### config.mk
export PLATFORM = sky130hd
export DESIGN_NAME = phy_interface_mode_config
export DESIGN_NICKNAME = d
export VERILOG_FILES = /design/src/port_mode_slice.v /design/src/phy_interface_mode_config.v
export VERILOG_INCLUDE_DIRS = /design/src /design/src/src
export SDC_FILE = /design/constraint.sdc
export NUM_CORES = 1
export LEC_CHECK = 0
export BUFFER_PORTS_ARGS = -buffer_cell sky130_fd_sc_hd__buf_2
export CORE_ASPECT_RATIO = 0.7
export CORE_MARGIN = 2
export CORE_UTILIZATION = 35
export CTS_CLUSTER_SIZE = 40
export DETAILED_ROUTE_END_ITERATION = 10
export SYNTH_ARGS = -nofsm -noshare
export SYNTH_HDL_FRONTEND = slang
export SYNTH_HIERARCHICAL = 1
export SYNTH_SLANG_ARGS = --single-unit
### constraint.sdc
create_clock -name SYS_CLK -period 1.8 [get_ports SYS_CLK]
set_clock_uncertainty 0.2 [all_clocks]
set_input_delay 0.36 -clock SYS_CLK [delete_from_list [all_inputs] [get_ports SYS_CLK]]
set_output_delay 0.36 -clock SYS_CLK [all_outputs]
set_load 0.005 [all_outputs]
### src/phy_mode_map.vh
`ifndef PHY_MODE_MAP_VH
`define PHY_MODE_MAP_VH
`define MAC_SGMII     2'h0
`define MAC_QSGMII    2'h1
`define MED_CU        3'h0
`define MED_CONVERT   3'h1
`define MED_1000X     3'h2
`define MED_100FX     3'h3
`define MM_MED_LO     8
`define MM_MED_HI     10
`define MM_XMAC       12
`define CTL_UNIDIR    5
`define CTL_DUPLEX    8
`define CTL_ANEG      12
`define CTL_SPD_MSB   6
`define CTL_SPD_LSB   13
`define MAIN_RST      16'h0000
`define CTL_RST       16'h1140
`define SPD_10        2'h0
`define SPD_100       2'h1
`define SPD_1000      2'h2
`define AW_RST        1'h0
`endif

### src/port_mode_slice.v
`default_nettype none
module port_mode_slice (
    input  wire        clk,
    input  wire        reset,
    input  wire        wr_main,
    input  wire        wr_ctl,
    input  wire [15:0] wdata,
    input  wire        mac_xmode,
    input  wire        mac_aneg_en,
    input  wire        sig_detect,
    input  wire        tp_partner_aneg,
    input  wire [1:0]  tp_pd_speed,
    input  wire        media_link_ok,
    output reg  [15:0] main_active,
    output reg  [15:0] ctl_reg,
    output reg  [2:0]  media_mode,
    output reg  [1:0]  speed,
    output reg         duplex,
    output reg         link_up,
    output reg         tx_enable,
    output reg         media_aneg,
    output reg         mac_aneg,
    output reg         unidir_ability,
    output reg         test_feat
);
`include "phy_mode_map.vh"
    reg [15:0] main_pend_reg;
    reg [1:0]  sel_spd;
    reg        sel_dup;
    reg        link_next;
    wire [2:0] med = main_active[`MM_MED_HI:`MM_MED_LO];
    wire       fiber = (med == `MED_1000X) || (med == `MED_100FX);
    // ===========================================
    // pending and active mode
    // ===========================================
    // pending value hidden; reads show active mode only
    always @(posedge clk) begin
        if (reset) begin
            main_pend_reg <= `MAIN_RST;
            main_active   <= `MAIN_RST;
            ctl_reg       <= `CTL_RST;
        end else begin
            if (wr_main)
                main_pend_reg <= wdata;
            if (wr_ctl && wdata[15]) begin
                main_active <= wr_main ? wdata : main_pend_reg;
                ctl_reg     <= {1'b0, wdata[14:0]};
            end else if (wr_ctl) begin
                ctl_reg <= wdata;
            end
        end
    end
    // ===========================================
    // speed and duplex selection
    // ===========================================
    always @* begin
        sel_spd = `SPD_1000;
        sel_dup = 1'b1;
        link_next = media_link_ok;
        if (mac_xmode) begin
            sel_spd = `SPD_1000;
        end else if (med == `MED_1000X) begin
            sel_spd = `SPD_1000;
        end else if (med == `MED_100FX) begin
            sel_spd = `SPD_100;
            sel_dup = ctl_reg[`CTL_DUPLEX];
        end else if (med == `MED_CONVERT) begin
            link_next = media_link_ok && sig_detect;
        end else if (!ctl_reg[`CTL_ANEG]) begin
            sel_spd = {ctl_reg[`CTL_SPD_MSB], ctl_reg[`CTL_SPD_LSB]};
            sel_dup = ctl_reg[`CTL_DUPLEX];
            // 1000 forced cannot link without negotiation
            if (sel_spd == `SPD_1000)
                link_next = 1'b0;
        end else if (!tp_partner_aneg) begin
            sel_spd = tp_pd_speed;
            sel_dup = 1'b0;
        end
    end
    always @(posedge clk) begin
        if (reset) begin
            media_mode     <= `MED_CU;
            speed          <= `SPD_1000;
            duplex         <= 1'b1;
            link_up        <= 1'b0;
            tx_enable      <= 1'b0;
            media_aneg     <= 1'b0;
            mac_aneg       <= 1'b0;
            unidir_ability <= 1'b0;
            test_feat      <= 1'b0;
        end else begin
            media_mode <= med;
            speed      <= sel_spd;
            duplex     <= sel_dup;
            link_up    <= link_next;
            tx_enable  <= link_next ||
                          (fiber && ctl_reg[`CTL_UNIDIR]);
            media_aneg <= ctl_reg[`CTL_ANEG] &&
                          (med != `MED_100FX);
            mac_aneg   <= mac_aneg_en;
            unidir_ability <= fiber;
            test_feat  <= fiber;
        end
    end
endmodule
`default_nettype wire

### src/phy_interface_mode_config.v
// Summary of operation
// - one global mac mode for all ports
// - broadcast bit writes all ports together
// - xmac mode bit gives 1000 only
// - mac autoneg only with enable bit
// - mode 00, xmac clear: sgmii all rates
// - mode 01: qsgmii four ports
// - decode 00 sgmii, 01 qsgmii, others reserved
// - media 010 selects 1000base-x per port
// - 1000base-x autoneg from control bit 12; none on 100base-fx
// - copper sfp at 1000 only there
// - media 011 selects 100base-fx
// - conversion links only with signal detect while xmac clear
// - conversion hides the duplex led (LED_FULL_SET)
// - media mode change needs soft reset
// - unidirectional bit forces fiber transmit
// - address is strap shl one plus port, or plus three minus port when reversed
// - autoneg off: forced speed and duplex
// - parallel detect for non-negotiating partner
// - 1000base-t needs autonegotiation while xmac clear
// - mode write pends; read shows active
`default_nettype none
module phy_interface_mode_config (
    input  wire        SYS_CLK,
    input  wire        RESET,
    input  wire        GMODE_WR,
    input  wire [1:0]  GMODE_DATA,
    input  wire        BCAST_WR_EN,
    input  wire [1:0]  WR_PORT,
    input  wire        MAIN_WR,
    input  wire        CTL_WR,
    input  wire [15:0] WR_DATA,
    input  wire [3:0]  MAC_ANEG_EN,
    input  wire        ADDR_REVERSE,
    input  wire [3:0]  ADDRESS_STRAP_PINS,
    input  wire [3:0]  SIG_DETECT,
    input  wire [3:0]  TP_PARTNER_ANEG,
    input  wire [7:0]  TP_PD_SPEED,
    input  wire [3:0]  MEDIA_LINK_OK,
    output reg  [1:0]  MAC_MODE,
    output reg         MAC_MODE_RSVD,
    output reg         QSGMII_ON,
    output reg  [19:0] PORT_ADDR,
    output reg  [63:0] MAIN_READ,
    output reg  [63:0] CTL_READ,
    output reg  [11:0] MEDIA_MODE,
    output reg  [7:0]  SPEED,
    output reg  [3:0]  DUPLEX,
    output reg  [3:0]  LINK_UP,
    output reg  [3:0]  TX_ENABLE,
    output reg  [3:0]  MEDIA_ANEG,
    output reg  [3:0]  MAC_ANEG,
    output reg  [3:0]  UNIDIR_ABILITY,
    output reg  [3:0]  TEST_FEAT,
    output reg  [3:0]  LED_FULL_SET
);
`include "phy_mode_map.vh"
    reg [1:0]   mac_mode_reg;
    reg [3:0]   strap_s1;
    reg [3:0]   strap_s2;
    reg [3:0]   strap_s3;
    reg [3:0]   strap_clean;
    reg [3:0]   sd_s1;
    reg [3:0]   sd_s2;
    reg [3:0]   sd_s3;
    reg [3:0]   sd_clean;
    wire [63:0] m_act;
    wire [63:0] c_reg;
    wire [11:0] med_w;
    wire [7:0]  spd_w;
    wire [3:0]  dup_w;
    wire [3:0]  lnk_w;
    wire [3:0]  txe_w;
    wire [3:0]  man_w;
    wire [3:0]  mac_w;
    wire [3:0]  uni_w;
    wire [3:0]  tst_w;
    wire        xmode = m_act[`MM_XMAC];
    // ===========================================
    // address arithmetic
    // ===========================================
    function [4:0] port_address;
        input [3:0] strap;
        input [1:0] idx;
        input       rev;
        begin
            port_address = {strap, 1'b0} +
                           {3'h0, rev ? (2'h3 - idx) : idx};
        end
    endfunction
    // ===========================================
    // global mode and pin synchronisers
    // ===========================================
    always @(posedge SYS_CLK) begin
        if (RESET) begin
            mac_mode_reg <= `MAC_SGMII;
            strap_s1 <= 4'h0;
            strap_s2 <= 4'h0;
            strap_s3 <= 4'h0;
            strap_clean <= 4'h0;
            sd_s1    <= 4'h0;
            sd_s2    <= 4'h0;
            sd_s3    <= 4'h0;
            sd_clean <= 4'h0;
        end else begin
            if (GMODE_WR)
                mac_mode_reg <= GMODE_DATA;
            strap_s1 <= ADDRESS_STRAP_PINS;
            strap_s2 <= strap_s1;
            strap_s3 <= strap_s2;
            // strap counts once second and third stage agree
            strap_clean <= (strap_s2 & strap_s3) |
                           (strap_clean & (strap_s2 | strap_s3));
            sd_s1    <= SIG_DETECT;
            sd_s2    <= sd_s1;
            sd_s3    <= sd_s2;
            // only a settled level counts
            sd_clean <= (sd_s2 & sd_s3) | (sd_clean & (sd_s2 | sd_s3));
        end
    end
    // ===========================================
    // per-port slices
    // ===========================================
    genvar g;
    generate
        for (g = 0; g < 4; g = g + 1) begin : gp
            wire hit = BCAST_WR_EN || (WR_PORT == g);
            port_mode_slice u_slice (
                .clk             (SYS_CLK),
                .reset           (RESET),
                .wr_main         (MAIN_WR && hit),
                .wr_ctl          (CTL_WR && hit),
                .wdata           (WR_DATA),
                .mac_xmode       (xmode),
                .mac_aneg_en     (MAC_ANEG_EN[g]),
                .sig_detect      (sd_clean[g]),
                .tp_partner_aneg (TP_PARTNER_ANEG[g]),
                .tp_pd_speed     (TP_PD_SPEED[2*g+1:2*g]),
                .media_link_ok   (MEDIA_LINK_OK[g]),
                .main_active     (m_act[16*g+15:16*g]),
                .ctl_reg         (c_reg[16*g+15:16*g]),
                .media_mode      (med_w[3*g+2:3*g]),
                .speed           (spd_w[2*g+1:2*g]),
                .duplex          (dup_w[g]),
                .link_up         (lnk_w[g]),
                .tx_enable       (txe_w[g]),
                .media_aneg      (man_w[g]),
                .mac_aneg        (mac_w[g]),
                .unidir_ability  (uni_w[g]),
                .test_feat       (tst_w[g])
            );
        end
    endgenerate
    // ===========================================
    // registered outputs
    // ===========================================
    // one cycle behind slice outputs; keeps top outputs on flops
    always @(posedge SYS_CLK) begin
        if (RESET) begin
            MAC_MODE       <= `MAC_SGMII;
            MAC_MODE_RSVD  <= 1'b0;
            QSGMII_ON      <= 1'b0;
            PORT_ADDR      <= 20'h00000;
            MAIN_READ      <= 64'h0;
            CTL_READ       <= 64'h0;
            MEDIA_MODE     <= 12'h000;
            SPEED          <= 8'h00;
            DUPLEX         <= 4'h0;
            LINK_UP        <= 4'h0;
            TX_ENABLE      <= 4'h0;
            MEDIA_ANEG     <= 4'h0;
            MAC_ANEG       <= 4'h0;
            UNIDIR_ABILITY <= 4'h0;
            TEST_FEAT      <= 4'h0;
            LED_FULL_SET   <= 4'h0;
        end else begin
            MAC_MODE      <= mac_mode_reg;
            MAC_MODE_RSVD <= mac_mode_reg[1];
            QSGMII_ON     <= (mac_mode_reg == `MAC_QSGMII);
            PORT_ADDR <= {port_address(strap_clean, 2'h3, ADDR_REVERSE),
                          port_address(strap_clean, 2'h2, ADDR_REVERSE),
                          port_address(strap_clean, 2'h1, ADDR_REVERSE),
                          port_address(strap_clean, 2'h0, ADDR_REVERSE)};
            MAIN_READ      <= m_act;
            CTL_READ       <= c_reg;
            MEDIA_MODE     <= med_w;
            SPEED          <= spd_w;
            DUPLEX         <= dup_w;
            LINK_UP        <= lnk_w;
            TX_ENABLE      <= txe_w;
            MEDIA_ANEG     <= man_w;
            MAC_ANEG       <= mac_w;
            UNIDIR_ABILITY <= uni_w;
            TEST_FEAT      <= tst_w;
            LED_FULL_SET   <= {med_w[11:9] != `MED_CONVERT,
                               med_w[8:6] != `MED_CONVERT,
                               med_w[5:3] != `MED_CONVERT,
                               med_w[2:0] != `MED_CONVERT};
        end
    end
endmodule
`default_nettype wire

# After elaboration in Yosys (flattened, before gate mapping)
# Cells that the tools add are included.
# classes
addsub	4
n_eq_ne	28
n_mux	72
bitwise	8
n_reduce_logical	49
# op_table
cell	count
15-bit 2-to-1 mux	8
16-bit 2-to-1 mux	4
1-bit 2-to-1 mux	40
2-bit 2-to-1 mux	20
3-bit by 2-bit equality test with 1-bit output (second input constant)	8
1-bit logical AND	24
5-bit by 2-bit adder with 5-bit output	4
4-bit bitwise AND	4
4-bit bitwise OR	4
2-bit equality test (second input constant)	6
3-bit by 1-bit equality test with 1-bit output (second input constant)	4
1-bit logical OR	12
3-bit by 1-bit inequality test with 1-bit output (second input constant)	4
3-bit by 2-bit inequality test with 1-bit output (second input constant)	4
3-bit OR reduction	4
2-bit nonzero test	4
2-bit OR reduction	4
2-bit by 1-bit equality test with 1-bit output (second input constant)	2
2-bit zero test	1
# word_totals
register_bits	470
in_bits	55
out_inout_bits	204
wordCells	233

# Longest topological paths before layout
# Gate-level depths: netlist of run 1.
# depth
ltp_word	8
depth_mapped	8
mapped_depth_nobuf	5

# Hierarchy
# Netlist of run 1, hierarchy kept.
# modules_own_cells
module	n_inst	cells_each	area_each_um2	seq_area_each_um2
port_mode_slice	4	194	2133.3	1181.1
phy_interface_mode_config	1	535	6439.9	4544.4

# Worst setup path before layout of run 1
# Ideal clock, no wire load.
# synth_timing
path_kind	input to register
start	in BCAST_WR_EN
end	reg gp[0].u_slice.main_active[12]
setup_time_ns	0.117
arrival_time_ns	1.392
required_ns	1.483
setup_slack_ns	0.091
stages	7
path_buffers	3
path_cell_list	o21bai_1 > and2_1 > buf_6 > and2_1 > buf_6 > buf_6 > o22a_1
# synth_between
elab_chain_cells	3
word_cells_on_any_way	5
cone_classes	1 x mux; 4 x reduce/logical
# synth_rtl
item	line	rtl
start: declaration	phy_interface_mode_config.v:28	input wire BCAST_WR_EN,
1-bit logical OR (*)	phy_interface_mode_config.v:127	wire hit = BCAST_WR_EN || (WR_PORT == g);
1-bit logical AND (on tied branches)	phy_interface_mode_config.v:131, phy_interface_mode_config.v:132	
16-bit 2-to-1 mux / 1-bit logical AND (equally long branches)	port_mode_slice.v:46, port_mode_slice.v:45	
end signal: assignment	port_mode_slice.v:40	main_active <= `MAIN_RST;
end signal: assignment	port_mode_slice.v:46	main_active <= wr_main ? wdata : main_pend_reg;
end: declaration	port_mode_slice.v:14	output reg [15:0] main_active,
# Mark *: on every way between the ends. The rest lies on a longest branch, timed or not.
# A chain may end at the register's enable or synchronous reset.

# Final worst setup path of run 1
# layout_timing
start	in TP_PARTNER_ANEG[3]
end	reg gp[3].u_slice.speed[0]
# layout_between
elab_chain_cells	4
# layout_rtl
item	line	rtl
start: declaration	phy_interface_mode_config.v:37	input wire [3:0] TP_PARTNER_ANEG,
2-bit 2-to-1 mux	port_mode_slice.v:75	end else if (!tp_partner_aneg) begin
2-bit 2-to-1 mux	port_mode_slice.v:69	end else if (!ctl_reg[`CTL_ANEG]) begin
2-bit 2-to-1 mux	port_mode_slice.v:67	end else if (med == `MED_CONVERT) begin
2-bit 2-to-1 mux	port_mode_slice.v:64	end else if (med == `MED_100FX) begin
end signal: assignment	port_mode_slice.v:83	speed <= `SPD_1000;
end signal: assignment	port_mode_slice.v:93	speed <= sel_spd;
end: declaration	port_mode_slice.v:17	output reg [1:0] speed,
# Every way passes these cells.

==> results of run 1 <==
==> how the worst max path moves through the flow <==
stage                                                  to  slack (ns)  cells after the start
2_1_floorplan  gp[0].u_slice/main_active[12]$_SDFFE_PP0P_        0.09                      7
3_3_place_gp   gp[3].u_slice/main_active[12]$_SDFFE_PP0P_       -0.50                      6
3_5_place_dp   gp[3].u_slice/main_active[12]$_SDFFE_PP0P_       -0.52                      6
4_1_cts        gp[3].u_slice/main_active[12]$_SDFFE_PP0P_        0.07                      6
5_1_grt                 gp[3].u_slice/speed[0]$_SDFF_PP0_        0.06                      5
6_report                gp[3].u_slice/speed[0]$_SDFF_PP0_        0.05                      5
==> power by group <==
part	total (mW)	switching (mW)	internal, mW
clock network	10.2	3.97	6.18
logic	1.72	0.897	0.827
registers	11.0	0.226	10.8
==> Yosys cell counts (all sizes together) <==
cell type / instances / area, sq um
dfxtp: 463 / 9270
nor2b: 222 / 1390
nor2: 187 / 732
mux2i: 128 / 1280
buf: 85 / 616
a211oi: 36 / 450
o22a: 28 / 245
nand2: 20 / 75.1
a21oi: 17 / 85.1
o21ai: 16 / 80.1
nand2b: 13 / 81.3
inv: 9 / 33.8
a21o: 8 / 60.1
and3: 8 / 50.1
nor3b: 8 / 60.1
nor4b: 8 / 70.1
clkbuf: 7 / 26.3
and2: 6 / 37.5
xnor2: 6 / 52.6
a211o: 4 / 35.0
a31oi: 4 / 25.0
a32o: 4 / 40.0
ha: 4 / 50.1
nand3b: 4 / 30.0
nor3: 4 / 20.0
o21a: 4 / 30.0
o22ai: 4 / 25.0
nand3: 2 / 10.0
o21bai: 1 / 7.51
or2: 1 / 6.26
==> through the flow <==
step / util [%] / power [mW] / setup slack [ns] / cell area (sq um) / hold WS (ns)
global route: 44.8 / 23.8 / 0.0645 / 18900 / 0.0357
CTS: 44.8 / 23.2 / 0.0738 / 18900 / 0.0221
global placement: 40.1 / 12.9 / -0.495 / 17000 / 0.222
finish: 44.8 / 22.9 / 0.0473 / 18900 / 0.0586
floorplan: - / 12.2 / 0.0909 / 15000 / 0.205
detailed placement: 40.1 / 12.9 / -0.518 / 17000 / 0.227
==> cell usage in the layout, fill, tap and decap left out, types with 8 or more instances in the layout <==
| cell type | count |
|---|---|
| nor4b_1 | 8 |
| bufinv_16 | 9 |
| nand2b_1 | 13 |
| a211oi_2 | 36 |
| nand2_1 | 20 |
| clkbuf_1 | 11 |
| inv_1 | 9 |
| nor2_1 | 183 |
| mux2i_1 | 128 |
| dlygate4sd3_1 | 38 |
| o22a_1 | 28 |
| o21ai_0 | 16 |
| buf_12 | 15 |
| nor3b_1 | 8 |
| buf_4 | 43 |
| a21o_1 | 8 |
| dfxtp_1 | 463 |
| and3_1 | 8 |
| buf_2 | 257 |
| nor2b_1 | 220 |
| clkbuf_16 | 45 |
| a21oi_1 | 17 |
==> layer usage <==
metal	share of wire, %	vias to the layer above	GRT usage [%]	routed length, microns
met5	0	-	0	0
met4	2.0	0	4.27	741
met3	4.3	55	3.29	1570
met2	45	202	25.8	16300
met1	49	4674	22.1	17700
li1	-	4934	-	-
==> cells by family (layout without fill, tap and decap cells) <==
logic type               Yosys count  in the layout  share of synthesized area, %
AND/OR/NAND/NOR                  483            483                          17.1
flip-flops                       463            463                          61.9
multiplexers                     128            128                          8.56
AO/OA/AOI/OAI                    126            126                          7.24
buffers and inverters            101            445                          4.51
XOR/XNOR                           6              6                         0.351
adder cells (fa/ha/maj)            4              4                         0.334
other                              0              1                             0
==> layout make-up <==
type	count	area share [%]
flip-flops and latches	463	48.9
multi-input cells	747	26.6
repair buffers	354	12.2
clock buffers	62	6.60
well taps	552	3.65
clock inverters	20	1.89
inverters	9	0.178
diodes	1	0.0132
==> worst max-delay path, delay by kind of cell <==
kind | cells | cell delay, ns
buf+inv | 3 | 1.23
compound gates | 1 | 0.26
simple gates | 1 | 0.15
==> repair_timing <==
item,in CTS,in global routing
hold endpoints to repair,52,0
hold buffers,38,0
gates resized for setup,0,1
setup buffers,0,0
endpoints found under the setup margin,0,3
==> results_dict.tcl, run 1 <==
set metrics [dict create \
    synth.distinct_cells 34 \
    drt_first_pass_iters 5 \
    dp.cells 2087 \
    clock_path_buffers 3 \
    tightest_slew_ns 0.681 \
    max-cap-violations 0 \
    start_util_pct 35.4 \
    routabilityCongestion 0.786 \
    core_sq_mm 0.0423 \
    crit_path_cell_trace "dlygate4sd3_1 > buf_2 > nand3b_1 > dlygate4sd3_1 > a31oi_1" \
    timing.rr.start "gp[3].u_slice/ctl_reg[12]$_SDFFE_PP1P_" \
    hpwl_microns 24400 \
    finalSetupTns_ns 0 \
    dieArea_sq_mm 0.0445 \
    worstHoldEndpoint "gp[2].u_slice/main_pend_reg[15]$_SDFF_PP0_" \
    drive_gt1_share_pct 26.0 \
    drt-initial-drc-count 423 \
    die_height_microns 177 \
    synth-seq-area-share_pct 61.9 \
    r2r-end "gp[3].u_slice/speed[0]$_SDFF_PP0_" \
    rows 63 \
    htreeDepth 2 \
    cts_tree "yes" \
    min_delay_path_depth 3 \
    regArea_sq_mm 0.00927 \
    hold_viol_final 0 \
    outcome "complete, no violations" \
    rr_worst_depth 4 \
    numCtsBuffers 45 \
    vdd_drop_max_uv 722 \
    p_leak_nw 8.30 \
    synth_seq_cells 463 \
    startpoint "TP_PARTNER_ANEG[3]" \
    wl_microns 36300 \
    fin_crit_sh_pct 97.4 \
    clk_pin_slew_ns 0.06 \
    multi_input_area_sq_mm 0.00504 \
    powerDensity_mw_per_mm2 1210 \
    hp-class "input port to flip-flop" \
    r2r_slack_ns 0.10 \
    hold_start "WR_DATA[15]" \
    grt_first_pass_wirelength_microns 55000 \
    syn_inst 1311 \
    num-fill-cells 3988 \
    clock.fmax_ghz 0.571 \
    critPathLaunchType "input port" \
    end_kind "flip-flop" \
    post_drt_wl_per_cell_microns 16.4 \
    antenna_found_initial 1 \
    cts_root_buf "clkbuf_16" \
    fin_cells 2208 \
    place.port_buffers 258 \
    synthesis.area_sq_mm 0.0150 \
    track_usage_pct 16.1 \
    relSlewSlack_pct 54.5 \
    crit_top_cell "dlygate4sd3_1" \
    num_vias 9865 \
    syn_avg_cell_area_sq_um 11.4 \
    post-route-drc-count 0 \
    slew_violations 0 \
    finalSetupViolations 0 \
    arrival_ns 2.01 \
    critPathSlowestCell "dlygate4sd3_1" \
    yosys_warnings 6 \
    clock-sinks 463 \
    clk_latency_ns 0.56 \
    crit_path_max_incr_delay_ns 0.57 \
    grt_max_degree 56 \
    io-pin-count 259 \
    area_delta_synth_final_pct 26.5 \
    grt_overflow 0 \
    syn_nets 1370 \
    rsz0062_at_grt "no" \
    grt_pass1_vias 9619 \
    die_w_microns 251 \
    nets 1679 \
    vias_per_cell 4.47 \
    critPathKind "input port to flip-flop" \
    critPathMaxFanout 3 \
    cp.required_ns 2.06 \
    ant_nets 0 \
    post-route-min-period_ns 1.75 \
]
Note: power is estimated with default switching activity, not from simulation.
==> run 2, diff against run 1 <==
- CAP_MARGIN: not set -> 20
- RECOVER_POWER: not set -> 25
==> results_dict.tcl, run 2 (synthesis gave the netlist of run 1 again) <==
set metrics [dict create \
    vdd_drop_max_uv 760 \
    p_sw_share_pct 22.7 \
    cp.required_ns 2.05 \
    start_util_pct 35.4 \
    finalSetupTns_ns 0 \
    critPathLaunchType "input port" \
    ant_nets 0 \
    clock-sinks 463 \
    post-route-min-period_ns 1.75 \
    hpwl_microns 24400 \
    critPathSlowestCell "dlygate4sd3_1" \
    clk_latency_ns 0.55 \
    min_delay_path_depth 3 \
    grt_pass1_vias 9754 \
    wl_microns 36600 \
    crit_family "buffers and inverters" \
    r2r_slack_ns 0.11 \
    crit_top_cell "dlygate4sd3_1" \
    clk_pin_slew_ns 0.06 \
    cts_hold_buf 38 \
    hold_viol_final 0 \
    outcome "complete, no violations" \
    hp-class "input port to flip-flop" \
    crit_path_max_incr_delay_ns 0.57 \
    placed_area_sq_mm 0.0170 \
    dp.cells 2088 \
    path_buf_inv 3 \
    nets 1680 \
    vias_per_cell 4.47 \
    post-route-drc-count 0 \
    clock.fmax_ghz 0.570 \
    drt-initial-drc-count 381 \
    powerDensity_mw_per_mm2 1170 \
    power_mw 21.9 \
    drive_gt1_share_pct 24.5 \
    crit_path_cell_trace "dlygate4sd3_1 > buf_2 > nand3b_1 > dlygate4sd3_1 > a31oi_1" \
    final_cell_mix "dfxtp_1 (463), buf_2 (256), nor2b_1 (221), nor2_1 (183), mux2i_1 (128)" \
    num_vias 9864 \
    track_usage_pct 16.3 \
    slew_violations 0 \
    finish.instance_area_sq_mm 0.0187 \
    antenna_found_initial 1 \
    tightest_slew_ns 0.652 \
    rsz0062_at_grt "no" \
    regArea_sq_mm 0.00927 \
    critPathMaxFanout 3 \
    grt_first_pass_wirelength_microns 55600 \
    rr_worst_depth 4 \
    post_cts_resized 0 \
    drt_first_pass_iters 4 \
    max-cap-violations 0 \
    post_drt_wl_per_cell_microns 16.6 \
    die_height_microns 177 \
    switching_power_mw 4.98 \
    grt_overflow 0 \
    io-pin-count 259 \
    cts_root_buf "clkbuf_16" \
    relSlewSlack_pct 56.5 \
    routabilityCongestion 0.786 \
    place.port_buffers 258 \
    area_delta_synth_final_pct 24.7 \
    htreeDepth 2 \
    r2r-end "gp[3].u_slice/speed[0]$_SDFF_PP0_" \
    fin_cells 2206 \
    numCtsBuffers 45 \
    finalSetupViolations 0 \
    grt_max_degree 56 \
    core_sq_mm 0.0423 \
    end_kind "flip-flop" \
    final_common_cell "dfxtp_1" \
    cts_setup_buffers 0 \
    multi_input_area_sq_mm 0.00498 \
    fin_crit_sh_pct 97.5 \
    p_clk_share_pct 42.2 \
    dieArea_sq_mm 0.0445 \
    pwr-share-seq_pct 50.1 \
    intPower_mw 17.0 \
    rows 63 \
    die_w_microns 251 \
    comb_power_share_pct 7.7 \
    p_leak_nw 8.18 \
    hold_start "WR_DATA[10]" \
    arrival_ns 2.01 \
    clock_path_buffers 3 \
    num-fill-cells 4013 \
    critPathKind "input port to flip-flop" \
    cts_tree "yes" \
    worstHoldEndpoint "gp[2].u_slice/ctl_reg[10]$_SDFFE_PP0P_" \
    timing.rr.start "gp[3].u_slice/ctl_reg[12]$_SDFFE_PP1P_" \
]
-- run 2: changes by cell type in the layout (fill, tap and decap cells not counted), sizes merged --
cell,delta
clkbuf,+16
buf,-12
bufinv,-5
clkinv,-4
inv,+3
-- run 2: worst min-delay path, cell delays in order --
cell and delay (ns):
buf_2 0.20, mux2i_1 0.16, nor2_1 0.05
-- run 2: final cells by class --
| class | instances | area share, % |
|---|---|---|
| Antenna cell | 1 | 0.0134 |
| Clock buffer | 65 | 6.65 |
| Clock inverter | 14 | 1.02 |
| Inverter | 9 | 0.181 |
| Multi-Input combinational cell | 747 | 26.6 |
| Sequential cell | 463 | 49.6 |
| Tap cell | 552 | 3.70 |
| Timing Repair Buffer | 355 | 12.2 |
-- run 2: how the worst max path moves through the flow --
stage                                      startpoint                                          to  slack, ns  depth (start not counted)
6_report                           TP_PARTNER_ANEG[3]           gp[3].u_slice/speed[0]$_SDFF_PP0_       0.05                          5
4_1_cts                      MAIN_READ[33]$_SDFF_PP0_                               MAIN_READ[33]       0.09                          1
3_5_place_dp                               WR_PORT[0]   gp[0].u_slice/main_active[8]$_SDFFE_PP0P_      -0.20                          8
5_1_grt        gp[1].u_slice/ctl_reg[12]$_SDFFE_PP1P_           gp[1].u_slice/speed[0]$_SDFF_PP0_      0.009                          3
3_3_place_gp                               WR_PORT[1]  gp[3].u_slice/main_active[12]$_SDFFE_PP0P_      -0.50                          6
2_1_floorplan                             BCAST_WR_EN  gp[0].u_slice/main_active[12]$_SDFFE_PP0P_       0.09                          7
-- run 2: metrics by stage --
step | hold WS [ns] | utilization, % | setup WS, ns
4_1_cts | 0.0262 | 44.4 | 0.0859
3_5_place_dp | 0.223 | 40.2 | -0.204
3_3_place_gp | 0.222 | 40.1 | -0.495
5_1_grt | 0.0485 | 44.2 | 0.00866
6_report | 0.0637 | 44.2 | 0.0450
2_1_floorplan | 0.205 | - | 0.0909
-- run 2: power groups by stage --
| stage | Sequential [mW] | Clock (mW) | Combinational [mW] |
|---|---|---|---|
| finish | 11.0 | 9.25 | 1.70 |
| global route | 11.0 | 9.97 | 1.87 |
| CTS | 11.0 | 9.54 | 1.75 |
| floorplan | 11.2 | 0 | 1.03 |
| global placement | 11.2 | 0 | 1.65 |
| detailed placement | 11.2 | 0 | 1.68 |
-- run 2: layer usage --
layer / vias up / track usage, % / routed length (microns)
met5: - / 0 / 0
met4: 0 / 4.09 / 646
met3: 56 / 3.32 / 1720
met2: 203 / 26.7 / 16900
met1: 4678 / 22.0 / 17300
li1: 4927 / - / -
==> run 3, diff against run 2 <==
- clock period: 1.8 -> 1.7 ns (I/O delays scaled with it)
==> results_dict.tcl, run 3 (synthesis gave the netlist of run 1 again) <==
set metrics [dict create \
    outcome "finished with violations" \
    failed_checks "setup timing" \
    use_met3_pct 3.29 \
    finalSetupTns_ns -0.0739 \
    antenna_found_initial 0 \
    clk_pin_slew_ns 0.06 \
    relSlewSlack_pct 55.0 \
    hpwl_microns 24400 \
    max-cap-violations 0 \
    htreeDepth 2 \
    dieArea_sq_mm 0.0445 \
    vias_per_cell 4.47 \
    routabilityCongestion 0.778 \
    place.port_buffers 258 \
    end_kind "flip-flop" \
    drive_gt1_share_pct 26.5 \
    ant_nets 0 \
    grt_pass1_vias 9664 \
    clk_latency_ns 0.55 \
    gr-max-usage-layer "met2" \
    post_drt_wl_per_cell_microns 16.6 \
    grtUsageMet1_pct 22.9 \
    drt_first_pass_iters 4 \
    p_leak_nw 8.27 \
    die_w_microns 251 \
    final_common_cell "dfxtp_1" \
    critPathLaunchType "input port" \
    num_vias 9902 \
    drt-initial-drc-count 538 \
    rows 63 \
    hold_viol_final 0 \
    area_delta_synth_final_pct 25.9 \
    powerDensity_mw_per_mm2 1250 \
    clock-sinks 463 \
    hp-class "input port to flip-flop" \
    vdd_drop_max_uv 714 \
    r2r_slack_ns 0.03 \
    nets 1686 \
    n_antenna_cell 0 \
    fin_crit_sh_pct 104 \
    tightest_slew_ns 0.675 \
    num-fill-cells 3959 \
    critPathKind "input port to flip-flop" \
    final_cell_mix "dfxtp_1 (460), buf_2 (258), nor2b_1 (221), nor2_1 (183), mux2i_1 (128)" \
    slew_violations 0 \
    rsz0062_at_grt "yes" \
    track_usage_pct 16.3 \
    clock_path_buffers 3 \
    worst_slack_ns -0.0739 \
    wl_microns 36800 \
    arrival_ns 2.03 \
    post-route-drc-count 0 \
    clock.fmax_ghz 0.564 \
    pre_cts_ws_ns -0.578 \
    die_height_microns 177 \
    cts_tree "yes" \
    finalSetupViolations 1 \
    cp.required_ns 1.96 \
    cts_setup_buffers 0 \
    core_sq_mm 0.0423 \
    post-route-min-period_ns 1.77 \
    numCtsBuffers 45 \
    cts_root_buf "clkbuf_16" \
    critPathMaxFanout 3 \
    grt_overflow 0 \
    grt_first_pass_wirelength_microns 56200 \
    grtUsageMet2_pct 25.8 \
    io-pin-count 259 \
    start_util_pct 35.4 \
    grt_max_degree 38 \
]
-- run 3: layer usage --
metal,vias up,part of all wire [%]
li1,4941,-
met1,4692,49
met2,207,44
met3,62,4.8
met4,0,2.0
met5,-,0
-- run 3: final cells by class --
type | count | area, sq um | area share [%]
clock buffers | 57 | 1260 | 6.70
clock inverters | 26 | 267 | 1.41
inverters | 9 | 33.8 | 0.179
multi-input cells | 747 | 5040 | 26.7
flip-flops and latches | 463 | 9270 | 49.2
well taps | 552 | 691 | 3.66
repair buffers | 361 | 2280 | 12.1
-- run 3: timing repair --
action	4_1_cts	5_1_grt
endpoints found under the hold margin	46	0
hold buffers	40	0
endpoints found under the setup margin	0	21
gates resized for setup	0	5
-- run 3: path summary, 6_finish.rpt --
check / start / end / cells past startpoint
worst min-delay path: WR_DATA[15] / gp[0].u_slice/main_pend_reg[15]$_SDFF_PP0_ / 3
worst min register to register: gp[1].u_slice/media_aneg$_SDFF_PP0_ / MEDIA_ANEG[1]$_SDFF_PP0_ / 1
worst max register to register: gp[3].u_slice/ctl_reg[12]$_SDFFE_PP1P_ / gp[3].u_slice/speed[0]$_SDFF_PP0_ / 4
worst max-delay path: TP_PARTNER_ANEG[3] / gp[3].u_slice/speed[0]$_SDFF_PP0_ / 5
-- run 3: metrics by stage --
stage / total power [mW] / instances / hold slack, ns / util [%] / instance area [sq um]
final: 23.6 / 2215 / 0.0257 / 44.6 / 18800
after global routing: 24.6 / 2215 / 0.0338 / 44.6 / 18800
after CTS: 24.0 / 2215 / 0.0134 / 44.8 / 18900
after detailed placement: 13.7 / 2092 / 0.221 / 40.2 / 17000
after global placement: 13.6 / 2092 / 0.217 / 40.2 / 17000
after floorplan: 12.9 / 1311 / 0.205 / - / 15000
-- run 3: worst max-delay path, cell delays in order --
cell and delay [ns]:
dlygate4sd3_1 0.57, buf_2 0.15, nand3b_1 0.16, dlygate4sd3_1 0.58, a31oi_2 0.23
-- run 3: power breakdown --
part | switching [mW] | internal, mW
logic | 0.960 | 0.863
registers | 0.240 | 11.4
clock network | 4.28 | 5.91
